[src/hdl/host_port_cfg.svh]
// host_port_cfg.svh: constants for the host bus and dma request port
// assumes inclusion by bare name; definitions only
`ifndef HOST_PORT_CFG_SVH
`define HOST_PORT_CFG_SVH

// register index map (index on the 8-bit address bus)
`define REG_IRQ_STATUS_FIRST  8'h00
`define REG_IRQ_STATUS_SECOND 8'h01
`define REG_IRQ_STATUS_THIRD  8'h02
`define REG_IRQ_MASK_FIRST    8'h04
`define REG_IRQ_MASK_SECOND   8'h05
`define REG_IRQ_MASK_THIRD    8'h06
`define REG_TX_BYTE_COUNT_LOW  8'h08
`define REG_TX_BYTE_COUNT_HIGH 8'h09
`define REG_FIFO_DATA         8'h10

// reset values
`define IRQ_MASK_RESET        8'hFF
`define TX_COUNT_RESET        16'h0000
`define PIN_IDLE_RESET        23'h1FF800

// transfer block size in bytes
`define DMA_BLOCK_BYTES       16'h0020

// ready delay after strobe seen, cycles (at 250 MHz)
`define READY_DELAY_CYC       2'h1

`endif

[src/hdl/host_port_pkg.sv]
// host_port_pkg: types shared by the host port files
// assumes the cfg header supplies the numbers
package host_port_pkg;
	// bus access state
	typedef enum logic [1:0] {
		acc_idle_type_s = 2'b00,
		acc_wait_s      = 2'b01,
		acc_ready_s     = 2'b10
	} acc_state_type;
	// bus style seen on the style pin
	typedef enum logic [1:0] {
		style_separate = 2'b00,
		style_strobe   = 2'b01,
		style_muxed    = 2'b10
	} bus_style_type;
endpackage

[src/hdl/word_fifo.sv]
// word_fifo: synchronous fifo, valid/ready on both sides
// assumes one clock, clock enable freezing all state
`timescale 1ns/1ns
`default_nettype none
module word_fifo #(
	parameter int WIDTH = 8,
	parameter int DEPTH = 8
) (
	// clock and reset
	input  wire logic             clk,
	input  wire logic             resetn,
	input  wire logic             clk_en,
	// fill side
	input  wire logic             in_valid,
	output logic                  in_ready,
	input  wire logic [WIDTH-1:0] in_data,
	// drain side
	output logic                  out_valid,
	input  wire logic             out_ready,
	output logic [WIDTH-1:0]      out_data,
	output logic [$clog2(DEPTH):0] level
);
	localparam int AW = $clog2(DEPTH);
	logic [WIDTH-1:0] mem_r [DEPTH];
	logic [AW-1:0]    wr_ptr_r;
	logic [AW-1:0]    rd_ptr_r;
	logic [AW:0]      count_r;
	wire              push;
	wire              pop;

	// handshake terms
	assign in_ready  = (count_r != DEPTH[AW:0]);
	assign out_valid = (count_r != '0);
	assign push      = in_valid && in_ready;
	assign pop       = out_valid && out_ready;
	assign out_data  = mem_r[rd_ptr_r];
	assign level     = count_r;

	// pointers and count
	always_ff @(posedge clk or negedge resetn) begin
		if (!resetn) begin
			wr_ptr_r <= '0;
			rd_ptr_r <= '0;
			count_r  <= '0;
		end else if (clk_en) begin
			if (push) wr_ptr_r <= (wr_ptr_r == AW'(DEPTH-1)) ? '0 : wr_ptr_r + 1'b1;
			if (pop)  rd_ptr_r <= (rd_ptr_r == AW'(DEPTH-1)) ? '0 : rd_ptr_r + 1'b1;
			count_r <= count_r + (AW+1)'(push) - (AW+1)'(pop);
		end
	end

	// storage, no reset needed on data
	always_ff @(posedge clk) begin
		if (clk_en && push) mem_r[wr_ptr_r] <= in_data;
	end
endmodule // word_fifo
`default_nettype wire

[src/hdl/host_bus_and_dma_request_port.sv]
// host_bus_and_dma_request_port: slave host bus port with dma requests
// assumes bus pins arrive asynchronously and are synchronised here;
// assumes the serial side feeds rx bytes and drains tx bytes by valid/ready
`timescale 1ns/1ns
`default_nettype none
`include "host_port_cfg.svh"
module host_bus_and_dma_request_port
	import host_port_pkg::*;
#(
	parameter int FIFO_DEPTH = 8,
	parameter int RX_BLOCK   = 32
) (
	// clock, reset, enable
	input  wire logic        clk,
	input  wire logic        resetn,
	input  wire logic        clk_en,
	// bus configuration pins
	input  wire logic        bus_width_sel,
	input  wire logic        bus_style_select,
	// address, select and strobes (active low)
	input  wire logic [7:0]  addr_in,
	input  wire logic        chip_select_n,
	input  wire logic        read_n,
	input  wire logic        write_n,
	input  wire logic        read_write,
	input  wire logic        data_strobe_n,
	input  wire logic        low_byte_enable,
	input  wire logic        high_byte_enable,
	input  wire logic        lower_byte_strobe,
	input  wire logic        upper_byte_strobe,
	// data bus, three signals per pin
	input  wire logic [15:0] data_in,
	output logic [15:0]      data_out,
	output logic [15:0]      data_oe_n,
	// ready / acknowledge, three-state
	output logic             transfer_ack_out,
	output logic             transfer_ack_oe_n,
	// interrupt request and its enable
	output logic             irq_out,
	output logic             irq_oe_n,
	// dma channel a
	output logic             tx_dma_request_a,
	output logic             rx_dma_request_a,
	output logic             dma_req_oe_n,
	input  wire logic        dma_grant_ack_a,
	// interrupt events from the channel logic (one-cycle pulses)
	input  wire logic [23:0] irq_event,
	// serial side: tx bytes out, rx bytes in
	output logic             tx_byte_valid,
	input  wire logic        tx_byte_ready,
	output logic [7:0]       tx_byte_data,
	input  wire logic        rx_byte_valid,
	output logic             rx_byte_ready,
	input  wire logic [7:0]  rx_byte_data,
	// status
	output logic [15:0]      tx_bytes_left
);
	localparam int LW = $clog2(FIFO_DEPTH) + 1;

	// two-flop synchronisers for every pin input
	logic [22:0] pin_s1_r;
	logic [22:0] pin_s2_r;
	logic [7:0]  ale_addr_r;
	logic [15:0] din_s1_r;
	logic [15:0] din_s2_r;
	wire  [22:0] pin_raw = {bus_width_sel, bus_style_select, chip_select_n, read_n, write_n,
		read_write, data_strobe_n, low_byte_enable, high_byte_enable, lower_byte_strobe,
		upper_byte_strobe, dma_grant_ack_a, addr_in, 3'h0};

	always_ff @(posedge clk or negedge resetn) begin
		if (!resetn) begin
			pin_s1_r <= `PIN_IDLE_RESET;
			pin_s2_r <= `PIN_IDLE_RESET;
			din_s1_r <= '0;
			din_s2_r <= '0;
		end else if (clk_en) begin
			pin_s1_r <= pin_raw;
			pin_s2_r <= pin_s1_r;
			din_s1_r <= data_in;
			din_s2_r <= din_s1_r;
		end
	end

	wire       width16  = pin_s2_r[22];
	wire       style_s  = pin_s2_r[21];
	wire       cs_n_s   = pin_s2_r[20];
	wire       rd_n_s   = pin_s2_r[19];
	wire       wr_n_s   = pin_s2_r[18];
	wire       rw_s     = pin_s2_r[17];
	wire       ds_n_s   = pin_s2_r[16];
	wire       ble_s    = pin_s2_r[15];
	wire       bhe_s    = pin_s2_r[14];
	wire       lds_s    = pin_s2_r[13];
	wire       uds_s    = pin_s2_r[12];
	wire       dack_n_s = pin_s2_r[11];
	wire [7:0] addr_s   = pin_s2_r[10:3];

	// bus style: a falling style pin edge latches muxed mode and the address
	bus_style_type style_r;
	logic          style_prev_r;
	always_ff @(posedge clk or negedge resetn) begin
		if (!resetn) begin
			style_r      <= style_separate;
			style_prev_r <= 1'b0;
			ale_addr_r   <= '0;
		end else if (clk_en) begin
			style_prev_r <= style_s;
			if (style_prev_r && !style_s) begin
				style_r    <= style_muxed;
				ale_addr_r <= din_s2_r[7:0];
			end else if (style_r != style_muxed) begin
				style_r <= style_s ? style_strobe : style_separate;
			end
		end
	end

	// strobe decode per style; low-true pins turned into active-high terms
	wire is_strobe   = (style_r == style_strobe);
	wire rd_strobe   = is_strobe ? ((!ds_n_s || (width16 && (!lds_s || !uds_s))) && rw_s)
		: !rd_n_s;
	wire wr_strobe   = is_strobe ? ((!ds_n_s || (width16 && (!lds_s || !uds_s))) && !rw_s)
		: !wr_n_s;
	// lane enables: 8-bit uses low lane only; 16-bit honours byte selects
	wire lane_lo     = !width16 || (is_strobe ? !lds_s : !ble_s);
	wire lane_hi     = width16 && (is_strobe ? !uds_s : !bhe_s);
	wire dma_cycle   = !dack_n_s;
	wire reg_sel     = !cs_n_s && !dma_cycle;
	wire any_strobe  = rd_strobe || wr_strobe;
	wire access_on   = any_strobe && (reg_sel || dma_cycle);
	wire [7:0] reg_a = (style_r == style_muxed) ? ale_addr_r : addr_s;

	// access state machine: one cycle per strobe, ready until release
	acc_state_type acc_r;
	acc_state_type acc_nxt;
	logic [1:0]    wait_r;
	always_comb begin
		acc_nxt = acc_r;
		case (acc_r)
			acc_idle_type_s: if (access_on) acc_nxt = acc_wait_s;
			acc_wait_s:      if (!access_on) acc_nxt = acc_idle_type_s;
				else if (wait_r == `READY_DELAY_CYC) acc_nxt = acc_ready_s;
			acc_ready_s:     if (!access_on) acc_nxt = acc_idle_type_s;
			default:         acc_nxt = acc_idle_type_s;
		endcase
	end
	wire take = (acc_r == acc_idle_type_s) && access_on;

	always_ff @(posedge clk or negedge resetn) begin
		if (!resetn) begin
			acc_r  <= acc_idle_type_s;
			wait_r <= '0;
		end else if (clk_en) begin
			acc_r  <= acc_nxt;
			wait_r <= (acc_r == acc_wait_s) ? wait_r + 2'h1 : 2'h0;
		end
	end

	// captured access kind on the taking edge
	logic       cyc_rd_r;
	logic       cyc_dma_r;
	logic [7:0] cyc_a_r;
	always_ff @(posedge clk or negedge resetn) begin
		if (!resetn) begin
			cyc_rd_r  <= 1'b0;
			cyc_dma_r <= 1'b0;
			cyc_a_r   <= '0;
		end else if (clk_en && take) begin
			cyc_rd_r  <= rd_strobe;
			cyc_dma_r <= dma_cycle;
			cyc_a_r   <= reg_a;
		end
	end

	// register decode
	wire reg_wr = take && wr_strobe && reg_sel;
	wire reg_rd = take && rd_strobe && reg_sel;
	wire a_st0  = (reg_a == `REG_IRQ_STATUS_FIRST);
	wire a_st1  = (reg_a == `REG_IRQ_STATUS_SECOND);
	wire a_st2  = (reg_a == `REG_IRQ_STATUS_THIRD);
	wire a_mk0  = (reg_a == `REG_IRQ_MASK_FIRST);
	wire a_mk1  = (reg_a == `REG_IRQ_MASK_SECOND);
	wire a_mk2  = (reg_a == `REG_IRQ_MASK_THIRD);
	wire a_cl   = (reg_a == `REG_TX_BYTE_COUNT_LOW);
	wire a_ch   = (reg_a == `REG_TX_BYTE_COUNT_HIGH);
	wire a_fifo = (reg_a == `REG_FIFO_DATA);
	// in 16-bit mode a word write to the low count index also fills the high byte
	wire [7:0] wr_lo = din_s2_r[7:0];
	wire [7:0] wr_hi = din_s2_r[15:8];

	// interrupt status and masks; status only records unmasked sources
	logic [7:0] irq_status_first;
	logic [7:0] irq_status_second;
	logic [7:0] irq_status_third;
	logic [7:0] irq_mask_first;
	logic [7:0] irq_mask_second;
	logic [7:0] irq_mask_third;
	wire  [23:0] ev_live = irq_event & ~{irq_mask_third, irq_mask_second, irq_mask_first};
	// a read clears the register; events in the same cycle survive (set wins)
	wire  [23:0] rd_clr  = {{8{reg_rd && a_st2}}, {8{reg_rd && a_st1}}, {8{reg_rd && a_st0}}};
	always_ff @(posedge clk or negedge resetn) begin
		if (!resetn) begin
			{irq_status_third, irq_status_second, irq_status_first} <= '0;
			irq_mask_first  <= `IRQ_MASK_RESET;
			irq_mask_second <= `IRQ_MASK_RESET;
			irq_mask_third  <= `IRQ_MASK_RESET;
		end else if (clk_en) begin
			{irq_status_third, irq_status_second, irq_status_first} <=
				({irq_status_third, irq_status_second, irq_status_first} & ~rd_clr) | ev_live;
			if (reg_wr && a_mk0 && lane_lo) irq_mask_first  <= wr_lo;
			if (reg_wr && a_mk1 && lane_lo) irq_mask_second <= wr_lo;
			if (reg_wr && a_mk2 && lane_lo) irq_mask_third  <= wr_lo;
		end
	end
	// registered level from all status bits; drops one cycle after all are cleared
	logic irq_r;
	always_ff @(posedge clk or negedge resetn) begin
		if (!resetn) irq_r <= 1'b0;
		else if (clk_en)
			irq_r <= |{irq_status_third, irq_status_second, irq_status_first};
	end

	// transmit byte count and block accounting
	logic [15:0] tx_left_r;
	logic [5:0]  tx_blk_r;
	wire  [15:0] blk_size = (tx_left_r < `DMA_BLOCK_BYTES) ? tx_left_r : `DMA_BLOCK_BYTES;
	wire         tx_in_ready;
	wire  [LW-1:0] tx_level;
	wire         dma_wr_take = take && wr_strobe && dma_cycle;
	wire         host_fifo_wr = reg_wr && a_fifo;
	wire         fifo_push = dma_wr_take || host_fifo_wr;
	wire  [15:0] push_bytes = (width16 && lane_lo && lane_hi) ? 16'h0002 : 16'h0001;
	always_ff @(posedge clk or negedge resetn) begin
		if (!resetn) begin
			tx_left_r <= `TX_COUNT_RESET;
			tx_blk_r  <= '0;
		end else if (clk_en) begin
			if (reg_wr && a_cl && lane_lo) tx_left_r[7:0] <= wr_lo; // host loads count
			if (reg_wr && a_cl && lane_hi) tx_left_r[15:8] <= wr_hi;
			if (reg_wr && a_ch && lane_lo) tx_left_r[15:8] <= wr_lo;
			if (dma_wr_take && tx_in_ready) begin
				tx_left_r <= (tx_left_r > push_bytes) ? tx_left_r - push_bytes : 16'h0000;
				tx_blk_r  <= (tx_blk_r == 6'(`DMA_BLOCK_BYTES - 16'h0001)) ? 6'h00 : tx_blk_r + 6'h01;
			end
		end
	end
	// request stands while bytes remain and the fifo has room for at least one byte,
	// dropped in the very cycle the last write is taken
	wire tx_room = (FIFO_DEPTH - int'(tx_level)) > 0;
	wire last_wr = dma_wr_take && (tx_left_r <= push_bytes);
	logic tx_req_r;
	always_ff @(posedge clk or negedge resetn) begin
		if (!resetn) tx_req_r <= 1'b0;
		else if (clk_en)
			tx_req_r <= (tx_left_r != 16'h0000) && tx_room && !last_wr && (blk_size != 0);
	end
	wire tx_req_now = tx_req_r && !last_wr;

	word_fifo #(.WIDTH(8), .DEPTH(FIFO_DEPTH)) tx_fifo (
		.clk       (clk),
		.resetn    (resetn),
		.clk_en    (clk_en),
		.in_valid  (fifo_push),
		.in_ready  (tx_in_ready),
		.in_data   (lane_lo ? wr_lo : wr_hi),
		.out_valid (tx_byte_valid),
		.out_ready (tx_byte_ready),
		.out_data  (tx_byte_data),
		.level     (tx_level)
	);

	// receive path: bytes from the serial side; dma read cycles drain it
	wire         rx_out_valid;
	wire  [7:0]  rx_out_data;
	wire  [LW-1:0] rx_level;
	wire         dma_rd_take = take && rd_strobe && dma_cycle;
	wire         rx_pop = dma_rd_take || (reg_rd && a_fifo);
	word_fifo #(.WIDTH(8), .DEPTH(FIFO_DEPTH)) rx_fifo (
		.clk       (clk),
		.resetn    (resetn),
		.clk_en    (clk_en),
		.in_valid  (rx_byte_valid),
		.in_ready  (rx_byte_ready),
		.in_data   (rx_byte_data),
		.out_valid (rx_out_valid),
		.out_ready (rx_pop),
		.out_data  (rx_out_data),
		.level     (rx_level)
	);
	// request once a block is waiting (or the fifo is full, smaller fifos);
	// drops right after the falling strobe edge of the final read
	wire rx_need = (int'(rx_level) >= RX_BLOCK) || (int'(rx_level) == FIFO_DEPTH);
	logic rx_req_r;
	logic rx_burst_r;
	always_ff @(posedge clk or negedge resetn) begin
		if (!resetn) begin
			rx_req_r   <= 1'b0;
			rx_burst_r <= 1'b0;
		end else if (clk_en) begin
			if (rx_need) rx_burst_r <= 1'b1;
			else if (dma_rd_take && (rx_level == LW'(1))) rx_burst_r <= 1'b0;
			rx_req_r <= rx_need || (rx_burst_r && !(dma_rd_take && (rx_level == LW'(1))));
		end
	end

	// read data mux, registered at the taking edge
	logic [15:0] rdata_r;
	wire  [7:0]  rd_byte = a_st0 ? irq_status_first : a_st1 ? irq_status_second :
		a_st2 ? irq_status_third : a_mk0 ? irq_mask_first : a_mk1 ? irq_mask_second :
		a_mk2 ? irq_mask_third : a_cl ? tx_left_r[7:0] : a_ch ? tx_left_r[15:8] :
		a_fifo ? rx_out_data : 8'h00;
	always_ff @(posedge clk or negedge resetn) begin
		if (!resetn) rdata_r <= '0;
		else if (clk_en && take && rd_strobe) begin
			if (dma_cycle) rdata_r <= {8'h00, rx_out_data};
			else if (width16 && a_cl) rdata_r <= tx_left_r;
			else rdata_r <= {8'h00, rd_byte};
		end
	end

	// pins: all released in reset, ready three-stated when idle
	wire serving = (acc_r != acc_idle_type_s);
	assign data_out          = rdata_r;
	assign data_oe_n         = (serving && cyc_rd_r && (acc_r == acc_ready_s))
		? (width16 ? 16'h0000 : 16'hFF00) : 16'hFFFF;
	assign transfer_ack_out  = 1'b0;                          // ready is driven low-true
	assign transfer_ack_oe_n = !(acc_r == acc_ready_s);
	assign irq_out           = 1'b0;                          // open drain, pulls low
	assign irq_oe_n          = !irq_r;
	assign tx_dma_request_a  = tx_req_now;
	assign rx_dma_request_a  = rx_req_r;
	assign dma_req_oe_n      = !resetn;
	assign tx_bytes_left     = tx_left_r;
	// cyc_dma_r and cyc_a_r kept for debug visibility of the current cycle
	wire unused_ok = cyc_dma_r ^ (|cyc_a_r) ^ rx_out_valid ^ (|blk_size[15:6]) ^ (|tx_blk_r);
endmodule // host_bus_and_dma_request_port
`default_nettype wire

[config.mk]
export PLATFORM = sky130hd
export DESIGN_NAME = host_bus_and_dma_request_port
export DESIGN_NICKNAME = d
export VERILOG_FILES = /design/src/hdl/host_port_pkg.sv /design/src/hdl/word_fifo.sv /design/src/hdl/host_bus_and_dma_request_port.sv
export VERILOG_INCLUDE_DIRS = /design/src /design/src/hdl
export SDC_FILE = /design/constraint.sdc
export NUM_CORES = 1
export LEC_CHECK = 0
export BUFFER_PORTS_ARGS = -buffer_cell sky130_fd_sc_hd__buf_2
export CAP_MARGIN = 0
export CORE_ASPECT_RATIO = 1.25
export CORE_UTILIZATION = 55
export CTS_BUF_LIST = sky130_fd_sc_hd__clkbuf_8
export DETAILED_ROUTE_END_ITERATION = 10
export PLACE_DENSITY = 0.72
export SYNTH_ARGS = -nofsm -noshare
export SYNTH_HDL_FRONTEND = slang
export SYNTH_SLANG_ARGS = --single-unit
[constraint.sdc]
create_clock -name clk -period 4 [get_ports clk]
set_clock_uncertainty 0.15 [all_clocks]
set_input_delay 1 -clock clk [delete_from_list [all_inputs] [get_ports clk]]
set_output_delay 1 -clock clk [all_outputs]
set_load 0.005 [all_outputs]
==> impl_metrics.yaml <==
floorplan:
  io_pins: 138
  die_h_um: 185
  rows: 66
  die_w_um: 148
  initial_core_util_pct: 56.2
  fp.coreArea_um2: 26100
  die-area_um2: 27300
yosys:
  synth-edff-count: 128
  synth_area_leaders: "edfxtp_1, dfrtp_1, mux2_2"
  yosys.area_share.adder_pct: 2.46
  netlist_instances: 1091
  synth_simple_gate_area_share_pct: 8.72
  synth_xor_area_share_pct: 0.239
  synth_top_area_cell: "edfxtp_1"
  yosysTopAreaCellShare_pct: 26.2
  syn_area_um2: 14700
  ys.flop_type: "dfrtp_1"
  synthMuxAreaShare_pct: 15.4
  synth_cell_types: 73
  synth_compound_area_share_pct: 10.9
  syn_area_per_cell_um2: 13.4
  async_flop_share_pct: 60.0
  synth-seq-cells: 320
  synth_top_family_by_area: "multiplexers"
  yosys_warnings: 0
  ys_seq_area_share_pct: 59.4
worst_setup_path:
  cp-endpoint: "tx_dma_request_a"
  r2r_slack_ns: 0.40
  r2r_end: "rx_fifo.level[3]"
  arrival_ns: 2.71
  start_kind: "flip-flop"
  crit_path_end_kind: "output port"
  cp_max_fo: 4
  r2r_start: "style_r[0]"
  cp-startpoint: "style_r[0]"
  r2r_cells: 13
  crit_required_ns: 2.85
  criticalPathCategory: "reg2out"
sta:
  timing.final.max_slew_violations: 0
  fin_hold_ws_ns: 0.336
  rsz0062_at_grt: "no"
  maxClockFrequency_mhz: 259
  period_minus_slack_ns: 3.86
  fin_tns_setup_ns: 0
  worst_slew_pin_slew_ns: 1.12
  timing.final.crit_share_pct: 96.5
  slew_headroom_pct: 25.5
  finalSetupViolations: 0
  hold_viol_final: 0
hold_path:
  worstHoldPathCells: 1
  hold_class: "reg2reg"
cts:
  cts.sinks: 320
  clkTransAtPathRegs_ns: 0.06
  root_buffer: "clkbuf_8"
  cts_made_buffers: 50
  clk_path_buf_depth: 3
  h-tree-depth: 2
  clock_latency_ns: 0.57
  tritoncts: "built"
layout:
  area_delta_synth_final_pct: 14.5
  fin_nets: 1353
  multi_input_area_um2: 5560
  layout_commonest_cell: "dfrtp_1"
  drive_above_1_share_pct: 36.7
  fill_cells: 2061
  layout_common_cells: "dfrtp_1, buf_2, mux2_2, edfxtp_1, nand2_1"
  insertedDiodeCount: 0
  seq_area_um2: 8710
routing:
  vias: 9999
  wirelength_mm: 35.3
  detail-route-antenna-nets: 0
  drcViolationCount: 0
  wl_per_cell_um: 21.6
  dr.pass1.iters: 5
  drt_iter0_drc: 711
  viasPerCell: 6.13
grt:
  grt_use_total_pct: 26.6
  grt_pass1_vias: 9980
  antenna_found_initial: 0
  grt_max_degree: 193
  grt-ovfl-total: 0
  grt_pass1_wl_mm: 55.2
job:
  maxCapViolCount: 0
placement:
  gp_congestion: 0.934
  port_buffers: 135
  dpl.hpwl_mm: 24.4
outcome:
  status: "completed"
power:
  ir_drop_mv: 0.398
  p_leak_nw: 6.70
  p_per_area_nw_per_um2: 598
==> synth_stat cells (all sizes together) (29+ instances only) <==
master  count
dfrtp     148
edfxtp    128
mux2      128
nand2      84
nor2       56
o21ai      47
dfstp      44
a21oi      40
clkbuf     38
nor3       33
mux4       32
inv        29
==> routing by layer <==
layer / up-vias / GRT usage (%) / share of wire [%]
met3: 99 / 3.79 / 6.2
li1: 4474 / - / -
met5: - / 0 / 0
met4: 0 / 12.8 / 3.9
met2: 435 / 45.6 / 50
met1: 4991 / 33.0 / 39
==> final cells by class <==
class | instances | area share [%]
flip-flops and latches | 320 | 51.8
multi-input cells | 679 | 33.1
repair buffers | 173 | 5.89
clock buffers | 62 | 5.08
well taps | 340 | 2.53
clock inverters | 29 | 0.909
inverters | 29 | 0.648
==> how the worst min path moves through the flow <==
stage | to | slack [ns] | from
2_1_floorplan | tx_req_r | 0.30 | tx_req_r
5_1_grt | wait_r[0] | 0.36 | wait_r[0]
4_1_cts | wait_r[0] | 0.34 | wait_r[0]
3_5_place_dp | wait_r[0] | 0.33 | wait_r[0]
3_3_place_gp | tx_req_r | 0.31 | tx_req_r
6_report | wait_r[0] | 0.34 | wait_r[0]
==> sequential cells by signal, summed over array words and instances (netlist names), 16 cells and up <==
signal / count
rx_fifo.mem_r: 64
tx_fifo.mem_r: 64
pin_s1_r: 20
pin_s2_r: 20
data_out: 16
din_s1_r: 16
din_s2_r: 16
tx_bytes_left: 16
==> worst max-delay path, cell delays in order, from the launching register on <==
cell	delay, ns
dfrtp_2	0.40
nor2b_4	0.14
or3_1	0.30
o31ai_1	0.08
nand2_1	0.17
ha_2	0.23
inv_2	0.07
fa_2	0.20
nand2_1	0.05
nand4_1	0.12
nor3_2	0.06
nor2b_2	0.18
buf_2	0.14
==> cell families after synthesis <==
group	count (synthesis)
AO/OA/AOI/OAI	224
multiplexers	169
XOR/XNOR	4
other	1
flip-flops	320
buffers and inverters	93
AND/OR/NAND/NOR	253
adder cells (fa/ha/maj)	27
==> what timing repair did <==
action | 4_1_cts | 5_1_grt
hold buffers | 0 | 0
pin swaps | 3 | 3
setup endpoints to repair | 1 | 1
buffers inserted | 2 | 3
gates resized for setup | 6 | 3
endpoints found under the hold margin | 0 | 0
==> power breakdown <==
group	leakage [nW]	internal (W)	switching, W
Combinational	2.80	0.00135	0.00137
Clock	0.582	0.00146	0.00125
Sequential	3.32	0.00394	0.000680
Total	6.70	0.00675	0.00329
==> stage by stage <==
stage / instances / worst slack, ns / power (W) / instance area (um2) / utilization [%]
floorplan: 1092 / 0.528 / 0.00634 / 14700 / -
global placement: 1536 / 0.497 / 0.00725 / 15700 / 60.2
detailed placement: 1536 / 0.396 / 0.00734 / 15700 / 60.2
CTS: 1629 / 0.0279 / 0.0101 / 16800 / 64.2
global route: 1632 / 0.000681 / 0.0106 / 16800 / 64.4
finish: 1632 / 0.138 / 0.0100 / 16800 / 64.4
Power figures use the tool's default switching activity.
